<file path="config.mk">
export PLATFORM = sky130hd
export DESIGN_NAME = cbb_alu
export DESIGN_NICKNAME = d
export VERILOG_FILES = /design/src/design/cbb_pkg.sv /design/src/design/cbb_decode.sv /design/src/design/cbb_bitscan.sv /design/src/design/cbb_alu.sv
export SDC_FILE = /design/constraint.sdc
export NUM_CORES = 2
export LEC_CHECK = 0
export BUFFER_PORTS_ARGS = -buffer_cell sky130_fd_sc_hd__clkbuf_2
export CAP_MARGIN = 20
export CORE_ASPECT_RATIO = 1.1
export CORE_MARGIN = 4
export CORE_UTILIZATION = 40
export DETAILED_ROUTE_END_ITERATION = 10
export SLEW_MARGIN = 25
export SYNTH_ARGS = -nofsm -noshare
export SYNTH_HDL_FRONTEND = slang
export SYNTH_HIERARCHICAL = 1
export SYNTH_SLANG_ARGS = --single-unit
</file>
<file path="constraint.sdc">
create_clock -name core_clk -period 0.8 [get_ports core_clk]
set_input_delay 0.08 -clock core_clk [delete_from_list [all_inputs] [get_ports core_clk]]
set_output_delay 0.08 -clock core_clk [all_outputs]
set_load 0.02 [all_outputs]
</file>
<file path="src/design/cbb_pkg.sv">
/*
  Constants shared by the custom bit-field and branch unit: opcode, funct
  fields, field positions, step values and pipeline timing.
  Assumes a 32-bit core with decoded register operands supplied by the pipeline.
*/
// Behaviour
// - branch_ne_imm jumps to pc plus offset when rs1 differs from sign-extended imm
// - mul_by_imm writes rs1 times the sign-extended 9-bit immediate to rd
// - loop_step_branch jumps to pc minus offset when rs1 and rd differ
// - loop_step_branch adds 1, 2, 4 or 8 to rd according to scale
// - set_le_signed writes 1 when rs1 <= rs2 signed, else 0
// - set_le_unsigned writes 1 when rs1 <= rs2 unsigned, else 0
// - field_get_signed_imm extracts the immediate field and sign-extends it
// - field_get_signed_reg takes length and position from rs2 and sign-extends
// - field_get_zero_imm extracts the immediate field and zero-extends it
// - field_get_zero_reg takes length and position from rs2 and zero-extends
// - field_put_imm inserts low rs1 bits into rd, other bits unchanged
// - field_ones_imm ORs a length-plus-one mask at position into rs1
// - field_ones_reg forms the set mask from rs2 and ORs it into rs1
// - field_zeros_imm clears the length-plus-one field at position in rs1
// - field_zeros_reg clears the field given by rs2 in rs1
// - count_leading_same counts bits equal to the msb; zero input gives 0
// - lowest_one_index returns the lowest set bit position, XLEN for zero
// - highest_one_index returns the highest set bit position, XLEN for zero
// - lowest_zero_index counts trailing one bits from the lsb
// - only the illegal instruction exception is ever raised
package cbb_pkg;

  localparam int          XLEN          = 32;
  localparam logic [6:0]  OPC_CUSTOM3   = 7'h7b;

  localparam logic [2:0]  F3_MISC       = 3'h1;
  localparam logic [2:0]  F3_BNEI       = 3'h4;
  localparam logic [2:0]  F3_SLEU       = 3'h3;
  localparam logic [2:0]  F3_EXTRACT    = 3'h5;
  localparam logic [2:0]  F3_SETPUT     = 3'h6;
  localparam logic [2:0]  F3_CLRLOOP    = 3'h7;

  localparam logic [2:0]  TOP3_MULI     = 3'h6;
  localparam logic [6:0]  F7_SLE        = 7'h73;
  localparam logic [6:0]  F7_SLEU       = 7'h74;
  localparam logic [6:0]  F7_CLS        = 7'h75;
  localparam logic [6:0]  F7_LOW1       = 7'h76;
  localparam logic [6:0]  F7_HIGH1      = 7'h77;
  localparam logic [6:0]  F7_LOW0       = 7'h78;

  localparam logic [1:0]  TOP2_00       = 2'h0;
  localparam logic [1:0]  TOP2_01       = 2'h1;
  localparam logic [1:0]  TOP2_10       = 2'h2;
  localparam logic [1:0]  TOP2_11       = 2'h3;

  localparam int          LEN_LSB       = 5;
  localparam int          POS_LSB       = 0;
  localparam logic [31:0] PC_STEP       = 32'h4;
  localparam logic [31:0] RESET_WORD    = 32'h0;
  localparam int          RESULT_LAT    = 1;

  typedef enum logic [4:0] {
    CBB_OP_NONE, CBB_OP_BNEI, CBB_OP_MULI, CBB_OP_LOOP, CBB_OP_SLE, CBB_OP_SLEU,
    CBB_OP_GETS, CBB_OP_GETZ, CBB_OP_PUT, CBB_OP_ONES, CBB_OP_ZEROS,
    CBB_OP_CLS, CBB_OP_LOW1, CBB_OP_HIGH1, CBB_OP_LOW0
  } cbb_op_t;

endpackage

</file>
<file path="src/design/cbb_decode.sv">
/*
  Instruction decoder for the custom bit-field and branch group.
  Assumes the instruction word is stable while issueValid is high.
*/
`timescale 1ns/1ns
module cbb_decode
  import cbb_pkg::*;
(
  input  wire logic [31:0] instr,
  output cbb_op_t          op,
  output logic             useRegField,
  output logic             illegal
);
  wire [6:0] opcode = instr[6:0];
  wire [2:0] funct3 = instr[14:12];
  wire [6:0] funct7 = instr[31:25];
  wire [1:0] top2   = instr[31:30];
  wire       rs2Zero = (instr[24:20] == 5'h0);
  wire       midZero = (instr[29:25] == 5'h0);

  always_comb begin
    op          = CBB_OP_NONE;
    useRegField = 1'b0;
    if (opcode == OPC_CUSTOM3) begin
      case (funct3)
        F3_BNEI: op = CBB_OP_BNEI;
        F3_MISC: begin
          if (instr[31:29] == TOP3_MULI) op = CBB_OP_MULI;
          else if (funct7 == F7_SLE) op = CBB_OP_SLE;
          else if (funct7 == F7_CLS && rs2Zero) op = CBB_OP_CLS;
          else if (funct7 == F7_LOW1 && rs2Zero) op = CBB_OP_LOW1;
          else if (funct7 == F7_HIGH1 && rs2Zero) op = CBB_OP_HIGH1;
          else if (funct7 == F7_LOW0 && rs2Zero) op = CBB_OP_LOW0;
          else op = CBB_OP_NONE;
        end
        F3_SLEU: op = (funct7 == F7_SLEU) ? CBB_OP_SLEU : CBB_OP_NONE;
        F3_EXTRACT: begin
          case (top2)
            TOP2_00: op = CBB_OP_GETS;
            TOP2_01: begin
              op          = midZero ? CBB_OP_GETS : CBB_OP_NONE;
              useRegField = 1'b1;
            end
            TOP2_10: op = CBB_OP_GETZ;
            default: begin
              op          = midZero ? CBB_OP_GETZ : CBB_OP_NONE;
              useRegField = 1'b1;
            end
          endcase
        end
        F3_SETPUT: begin
          case (top2)
            TOP2_00: op = CBB_OP_PUT;
            TOP2_10: op = CBB_OP_ONES;
            TOP2_11: begin
              op          = midZero ? CBB_OP_ONES : CBB_OP_NONE;
              useRegField = 1'b1;
            end
            default: op = CBB_OP_NONE;
          endcase
        end
        F3_CLRLOOP: begin
          if (instr[31]) op = CBB_OP_LOOP;
          else if (top2 == TOP2_00) op = CBB_OP_ZEROS;
          else begin
            op          = midZero ? CBB_OP_ZEROS : CBB_OP_NONE;
            useRegField = 1'b1;
          end
        end
        default: op = CBB_OP_NONE;
      endcase
    end
  end

  assign illegal = (opcode == OPC_CUSTOM3) && (op == CBB_OP_NONE);
endmodule // cbb_decode

</file>
<file path="src/design/cbb_bitscan.sv">
/*
  Bit-scan unit: leading-same count, lowest/highest one and lowest zero index.
  Assumes a purely combinational use within one core clock period.
*/
`timescale 1ns/1ns
module cbb_bitscan
  import cbb_pkg::*;
(
  input  wire logic [31:0] value,
  output logic [31:0]      leadSame,
  output logic [31:0]      lowOne,
  output logic [31:0]      highOne,
  output logic [31:0]      lowZero
);
  always_comb begin
    leadSame = RESET_WORD;
    lowOne   = 32'(XLEN);
    highOne  = 32'(XLEN);
    lowZero  = 32'(XLEN);
    for (int i = XLEN - 1; i >= 0; i--) begin
      if (value[i]) lowOne = 32'(i);
      if (!value[i]) lowZero = 32'(i);
    end
    for (int i = 0; i < XLEN; i++) begin
      if (value[i]) highOne = 32'(i);
    end
    if (value != RESET_WORD) begin
      for (int i = XLEN - 1; i >= 0; i--) begin
        if (value[i] == value[XLEN-1] && leadSame == 32'(XLEN - 1 - i))
          leadSame = 32'(XLEN - i);
      end
    end
  end
endmodule // cbb_bitscan

</file>
<file path="src/design/cbb_alu.sv">
/*
  Execute stage for the custom bit-field and branch group. Results, branch
  redirect, flush and illegal-instruction flag are registered one cycle after issue.
  Assumes the pipeline supplies rs1, rs2, the old rd value and the pc with the
  instruction, and performs its usual flush when flush is raised.
*/
`timescale 1ns/1ns
module cbb_alu
  import cbb_pkg::*;
(
  input  wire logic        core_clk,
  input  wire logic        nrst,
  input  wire logic        issueValid,
  input  wire logic [31:0] instr,
  input  wire logic [31:0] pc,
  input  wire logic [31:0] rs1,
  input  wire logic [31:0] rs2,
  input  wire logic [31:0] rdOld,
  output logic             resultValid,
  output logic [31:0]      result,
  output logic             branchTaken,
  output logic [31:0]      nextPc,
  output logic             flush,
  output logic             illegalInstr
);
  // ---------------------------------------------------------------
  // decode
  // ---------------------------------------------------------------
  cbb_op_t op;
  logic    useRegField;
  logic    decIllegal;

  cbb_decode u_decode (
    .instr       (instr),
    .op          (op),
    .useRegField (useRegField),
    .illegal     (decIllegal)
  );

  // ---------------------------------------------------------------
  // field geometry
  // ---------------------------------------------------------------
  function automatic logic [31:0] ones_below(input logic [5:0] n);
    ones_below = (n >= 6'd32) ? 32'hffffffff : ((32'h1 << n) - 32'h1);
  endfunction

  wire [4:0]  fieldLen  = useRegField ? rs2[LEN_LSB+:5] : instr[29:25];
  wire [4:0]  fieldPos  = useRegField ? rs2[POS_LSB+:5] : instr[24:20];
  wire [5:0]  sumLenPos = {1'b0, fieldLen} + {1'b0, fieldPos};
  // extract top = min(len+pos-1, 31); width = top - pos + 1, empty when len+pos is 0
  wire [5:0]  getTop    = (sumLenPos == 6'd0) ? 6'd0 :
                          ((sumLenPos - 6'd1) > 6'd31 ? 6'd31 : sumLenPos - 6'd1);
  wire [5:0]  getWidth  = ((sumLenPos != 6'd0) && (getTop >= {1'b0, fieldPos})) ?
                          (getTop - {1'b0, fieldPos} + 6'd1) : 6'd0;
  wire [31:0] getRaw    = (rs1 >> fieldPos) & ones_below(getWidth);
  wire        getSign   = (getWidth != 6'd0) && getRaw[getWidth[4:0] - 5'd1];
  wire [31:0] getSext   = getSign ? (getRaw | ~ones_below(getWidth)) : getRaw;

  // set/clear/insert mask: len+1 ones at pos, clipped at bit 31
  wire [31:0] fieldMask = ones_below({1'b0, fieldLen} + 6'd1) << fieldPos;
  wire [31:0] putVal    = (rdOld & ~fieldMask) | ((rs1 << fieldPos) & fieldMask);
  wire [31:0] onesVal   = rs1 | fieldMask;
  wire [31:0] zerosVal  = rs1 & ~fieldMask;

  // ---------------------------------------------------------------
  // arithmetic, compares and scan
  // ---------------------------------------------------------------
  wire [31:0] mulImm    = {{23{instr[28]}}, instr[28:20]};
  wire [63:0] mulFull   = rs1 * mulImm;
  wire [31:0] mulVal    = mulFull[31:0];
  wire [31:0] sleVal    = {31'h0, ($signed(rs1) <= $signed(rs2))};
  wire [31:0] sleuVal   = {31'h0, (rs1 <= rs2)};
  wire [31:0] loopStep  = 32'h1 << instr[30:29];
  wire [31:0] loopVal   = rdOld + loopStep;

  logic [31:0] leadSame;
  logic [31:0] lowOne;
  logic [31:0] highOne;
  logic [31:0] lowZero;

  cbb_bitscan u_scan (
    .value    (rs1),
    .leadSame (leadSame),
    .lowOne   (lowOne),
    .highOne  (highOne),
    .lowZero  (lowZero)
  );

  // ---------------------------------------------------------------
  // branch targets
  // ---------------------------------------------------------------
  wire [31:0] bneOffset = {{19{instr[31]}}, instr[31], instr[7], instr[30:25],
                           instr[11:8], 1'b0};
  wire [31:0] bneImm    = {{27{instr[24]}}, instr[24:20]};
  wire        bneTake   = (rs1 != bneImm);
  wire [31:0] loopOff   = {22'h0, instr[28:20], 1'b0};
  wire        loopTake  = (rs1 != rdOld);

  // ---------------------------------------------------------------
  // result selection
  // ---------------------------------------------------------------
  logic [31:0] next_result;
  logic        next_write;
  logic        next_take;
  logic [31:0] next_pc;

  always_comb begin
    next_result = RESET_WORD;
    next_write  = 1'b1;
    next_take   = 1'b0;
    next_pc     = pc + PC_STEP;
    case (op)
      CBB_OP_BNEI: begin
        next_write = 1'b0;
        next_take  = bneTake;
        next_pc    = bneTake ? pc + bneOffset : pc + PC_STEP;
      end
      CBB_OP_LOOP: begin
        next_result = loopVal;
        next_take   = loopTake;
        next_pc     = loopTake ? pc - loopOff : pc + PC_STEP;
      end
      CBB_OP_MULI:  next_result = mulVal;
      CBB_OP_SLE:   next_result = sleVal;
      CBB_OP_SLEU:  next_result = sleuVal;
      CBB_OP_GETS:  next_result = getSext;
      CBB_OP_GETZ:  next_result = getRaw;
      CBB_OP_PUT:   next_result = putVal;
      CBB_OP_ONES:  next_result = onesVal;
      CBB_OP_ZEROS: next_result = zerosVal;
      CBB_OP_CLS:   next_result = leadSame;
      CBB_OP_LOW1:  next_result = lowOne;
      CBB_OP_HIGH1: next_result = highOne;
      CBB_OP_LOW0:  next_result = lowZero;
      default:      next_write  = 1'b0;
    endcase
  end

  wire issueOk  = issueValid && (op != CBB_OP_NONE);
  wire issueBad = issueValid && decIllegal;

  // ---------------------------------------------------------------
  // output registers
  // ---------------------------------------------------------------
  always_ff @(posedge core_clk or negedge nrst) begin
    if (!nrst) begin
      resultValid  <= 1'b0;
      result       <= RESET_WORD;
      branchTaken  <= 1'b0;
      nextPc       <= RESET_WORD;
      flush        <= 1'b0;
      illegalInstr <= 1'b0;
    end else begin
      resultValid  <= issueOk && next_write;
      result       <= issueOk ? next_result : RESET_WORD;
      branchTaken  <= issueOk && next_take;
      nextPc       <= issueOk ? next_pc : RESET_WORD;
      flush        <= issueOk && next_take;
      illegalInstr <= issueBad;
    end
  end
endmodule // cbb_alu

</file>
==> flow_metrics.env <==
export IMPL_wl_mm=166.3
export IMPL_violations="negative setup slack"
export IMPL_design_area_sq_um=43370
export IMPL_slew_violations=0
export IMPL_fin_crit_sh_pct=865.7
export IMPL_p_leak_uw=0.02055
export IMPL_first_pass_iters=6
export IMPL_grt_max_degree=63
export IMPL_clockBufferDepth=2
export IMPL_cp_required_ns=1.09
export IMPL_path_class="in2reg"
export IMPL_avgSynthCellArea_sq_um=7.349
export IMPL_ant_nets=0
export IMPL_p_per_area_nw_per_um2=2446
export IMPL_areaGrowthSynthToFinish_pct=47.63
export IMPL_critPathMaxStageDelay_ns=0.39
export IMPL_whs_ns=0.1223
export IMPL_end_kind="register"
export IMPL_die_area_sq_um=77840
export IMPL_die_w_microns=266.4
export IMPL_hpwl_mm=135.9
export IMPL_ys_flop_type="dfrtp_1"
export IMPL_seq_area_frac_synth_pct=5.707
export IMPL_placed_cell_area_sq_um=40750
export IMPL_drive_above_1_share_pct=36.71
export IMPL_min_path_type="in2reg"
export IMPL_wl_per_cell_microns=26.56
export IMPL_synth_cell_area_sq_um=29380
export IMPL_grt_pass1_wl_mm=240.9
export IMPL_grt_pass1_vias=36980
export IMPL_grt_overflow=0
export IMPL_numPlacedInstances=6161
export IMPL_yosys_warnings=6
export IMPL_viasPerCell=5.989
export IMPL_drc=0
export IMPL_critical_path_startpoint_type="input port"
export IMPL_initial_core_util_pct=40.63
export IMPL_antenna_found_initial=8
export IMPL_num_fill_cells=6736
export IMPL_final_core_util_pct=59.98
export IMPL_ioPinCount=231
export IMPL_ys_async_sr_fraction_pct=100.0
export IMPL_crit_top_cell="buf_6"
export IMPL_drt_iter0_drc=3706
export IMPL_syn_inst=3997
export IMPL_setup_tns_ns=-285.15
export IMPL_cap_violations=0
export IMPL_synth_seq_cells=67
export IMPL_path_clk_slew_ns=0.07
export IMPL_synth_edf_count=0
export IMPL_status="finished with violations"
export IMPL_cts_sinks=67
export IMPL_period_needed_ns=6.926
export IMPL_max_slew_margin_pct=27.98
export IMPL_core_sq_um=72300
export IMPL_gp_congestion=1.088
export IMPL_cp_data_arrival_time_ns=7.21
export IMPL_register_area_sq_um=1679
export IMPL_fin_cells=6264
export IMPL_cts_tree="done"
export IMPL_cts_htree_levels=3
export IMPL_fin_nets=5862
export IMPL_fp_dieH_microns=292.2
export IMPL_port_buffers=225
export IMPL_critical_path_max_fanout=8
export IMPL_yosysUniqueCellTypes=130
export IMPL_hold_viol_final=0
export IMPL_rsz0062_at_grt="yes"
export IMPL_finalWorstSetupSlack_ns=-6.126
export IMPL_root_buffer="clkbuf_16"
export IMPL_multi_input_area_sq_um=26760
export IMPL_numCtsBuffers=9
export IMPL_tightestPinTransition_ns=1.066
export IMPL_max_freq_ghz=0.1444
export IMPL_grtUsageTotal_pct=41.18
export IMPL_setup_viol=135
export IMPL_irDropWorstVdd_mv=3.904
export IMPL_crit_path_top_delay_cell="fa_2"
export IMPL_vias=37515
export IMPL_rows=103
registers in the layout, indices dropped and copies added, names as in the netlist:
signal,flops
nextPc,32
result,32
flush,1
illegalInstr,1
resultValid,1
repair_timing:
item | CTS | global route
gates cloned | 4 | 2
gates resized for setup | 143 | 309
buffers inserted | 57 | 23
setup endpoints to repair | 135 | 135
pin swaps | 61 | 64
hold endpoints to repair | 68 | 0
hold buffers | 2 | 0
logic make-up (layout without fill, tap and decap cells):
group / after synthesis / after routing / share of synthesized area [%]
muxes: 194 / 194 / 8.118
other: 3 / 110 / 0.03833
xor gates and xnor gates: 172 / 172 / 5.154
adders and majority gates: 389 / 389 / 21.32
and+or+nand+nor: 1388 / 1388 / 22.92
DFF: 67 / 67 / 5.707
buffers and inverters: 641 / 1856 / 10.02
AOI/OAI and AO/OA: 1143 / 1143 / 26.72
placed cells by master (no fill, tap or decap), drive strengths merged, types with 55 or more instances in the layout:
cell / count
conb: 106
mux2i: 147
dfrtp: 67
inv: 271
xnor2: 81
nand3: 111
ha: 203
buf: 1407
a21oi: 240
nor2: 318
o211ai: 64
nor3: 99
clkbuf: 169
o21ai: 241
and2: 77
a22oi: 57
nand2: 470
xor2: 91
o22ai: 56
a21o: 55
fa: 186
metal layers:
metal  GRT usage [%]  share of wire (%)
met1           50.37                 38
met2           67.19                 45
met3           6.410                8.6
met4           27.29                8.9
met5               0              0.041
worst max-delay path, delay by kind of cell:
family / cells / cell delay, ns
AO/OA/AOI/OAI: 12 / 1.83
AND/OR/NAND/NOR: 9 / 1.87
multiplexers: 3 / 0.85
adder cells (fa/ha/maj): 5 / 1.29
buffers and inverters: 8 / 1.13
XOR/XNOR: 1 / 0.16
synthesized netlist by cell type, drive strengths merged, types with 55 or more instances:
cell type	instances	area share (%)
nand2	470	6.0
nor2	318	4.1
inv	269	3.4
o21ai	241	4.1
a21oi	240	4.2
ha	203	8.6
buf	187	4.2
fa	186	13
clkbuf	183	2.3
mux2i	147	5.2
nand3	111	1.9
nor3	99	1.8
xor2	91	2.7
xnor2	81	2.4
and2	77	1.6
dfrtp	67	5.7
o211ai	64	1.7
a22oi	57	1.5
o22ai	56	1.2
a21o	55	1.4
through the flow:
step	power (uW)	setup slack (ns)
6_report	106100	-6.126
5_1_grt	110900	-6.433
4_1_cts	101300	-6.023
3_5_place_dp	92400	-6.675
3_3_place_gp	92480	-6.514
2_1_floorplan	45020	-7.265
area by class of cell:
class / instances / share of cell area, %
clock buffer: 9 / 0.5193
inverter: 271 / 2.395
multi-input combinational: 3392 / 61.71
antenna: 4 / 0.02308
clock inverter: 7 / 0.1183
sequential: 67 / 3.872
tap: 945 / 2.726
timing repair buffer: 1569 / 28.64
where the power goes:
group          internal, uW  leakage, uW  total, uW  switching (uW)
clock network          2120     0.000132       4150            2030
registers              3450     0.000916       3480            32.1
logic                 44000       0.0195      98400           54400
worst paths after layout:
| path | from | endpoint | cells past startpoint |
|---|---|---|---|
| min | instr[8] | nextPc[1] | 4 |
| max in group asynchronous | nrst | result[3] | 3 |
| min in group asynchronous | nrst | result[30] | 2 |
| max | instr[3] | result[14] | 38 |
(Power assumes the default switching activity.)
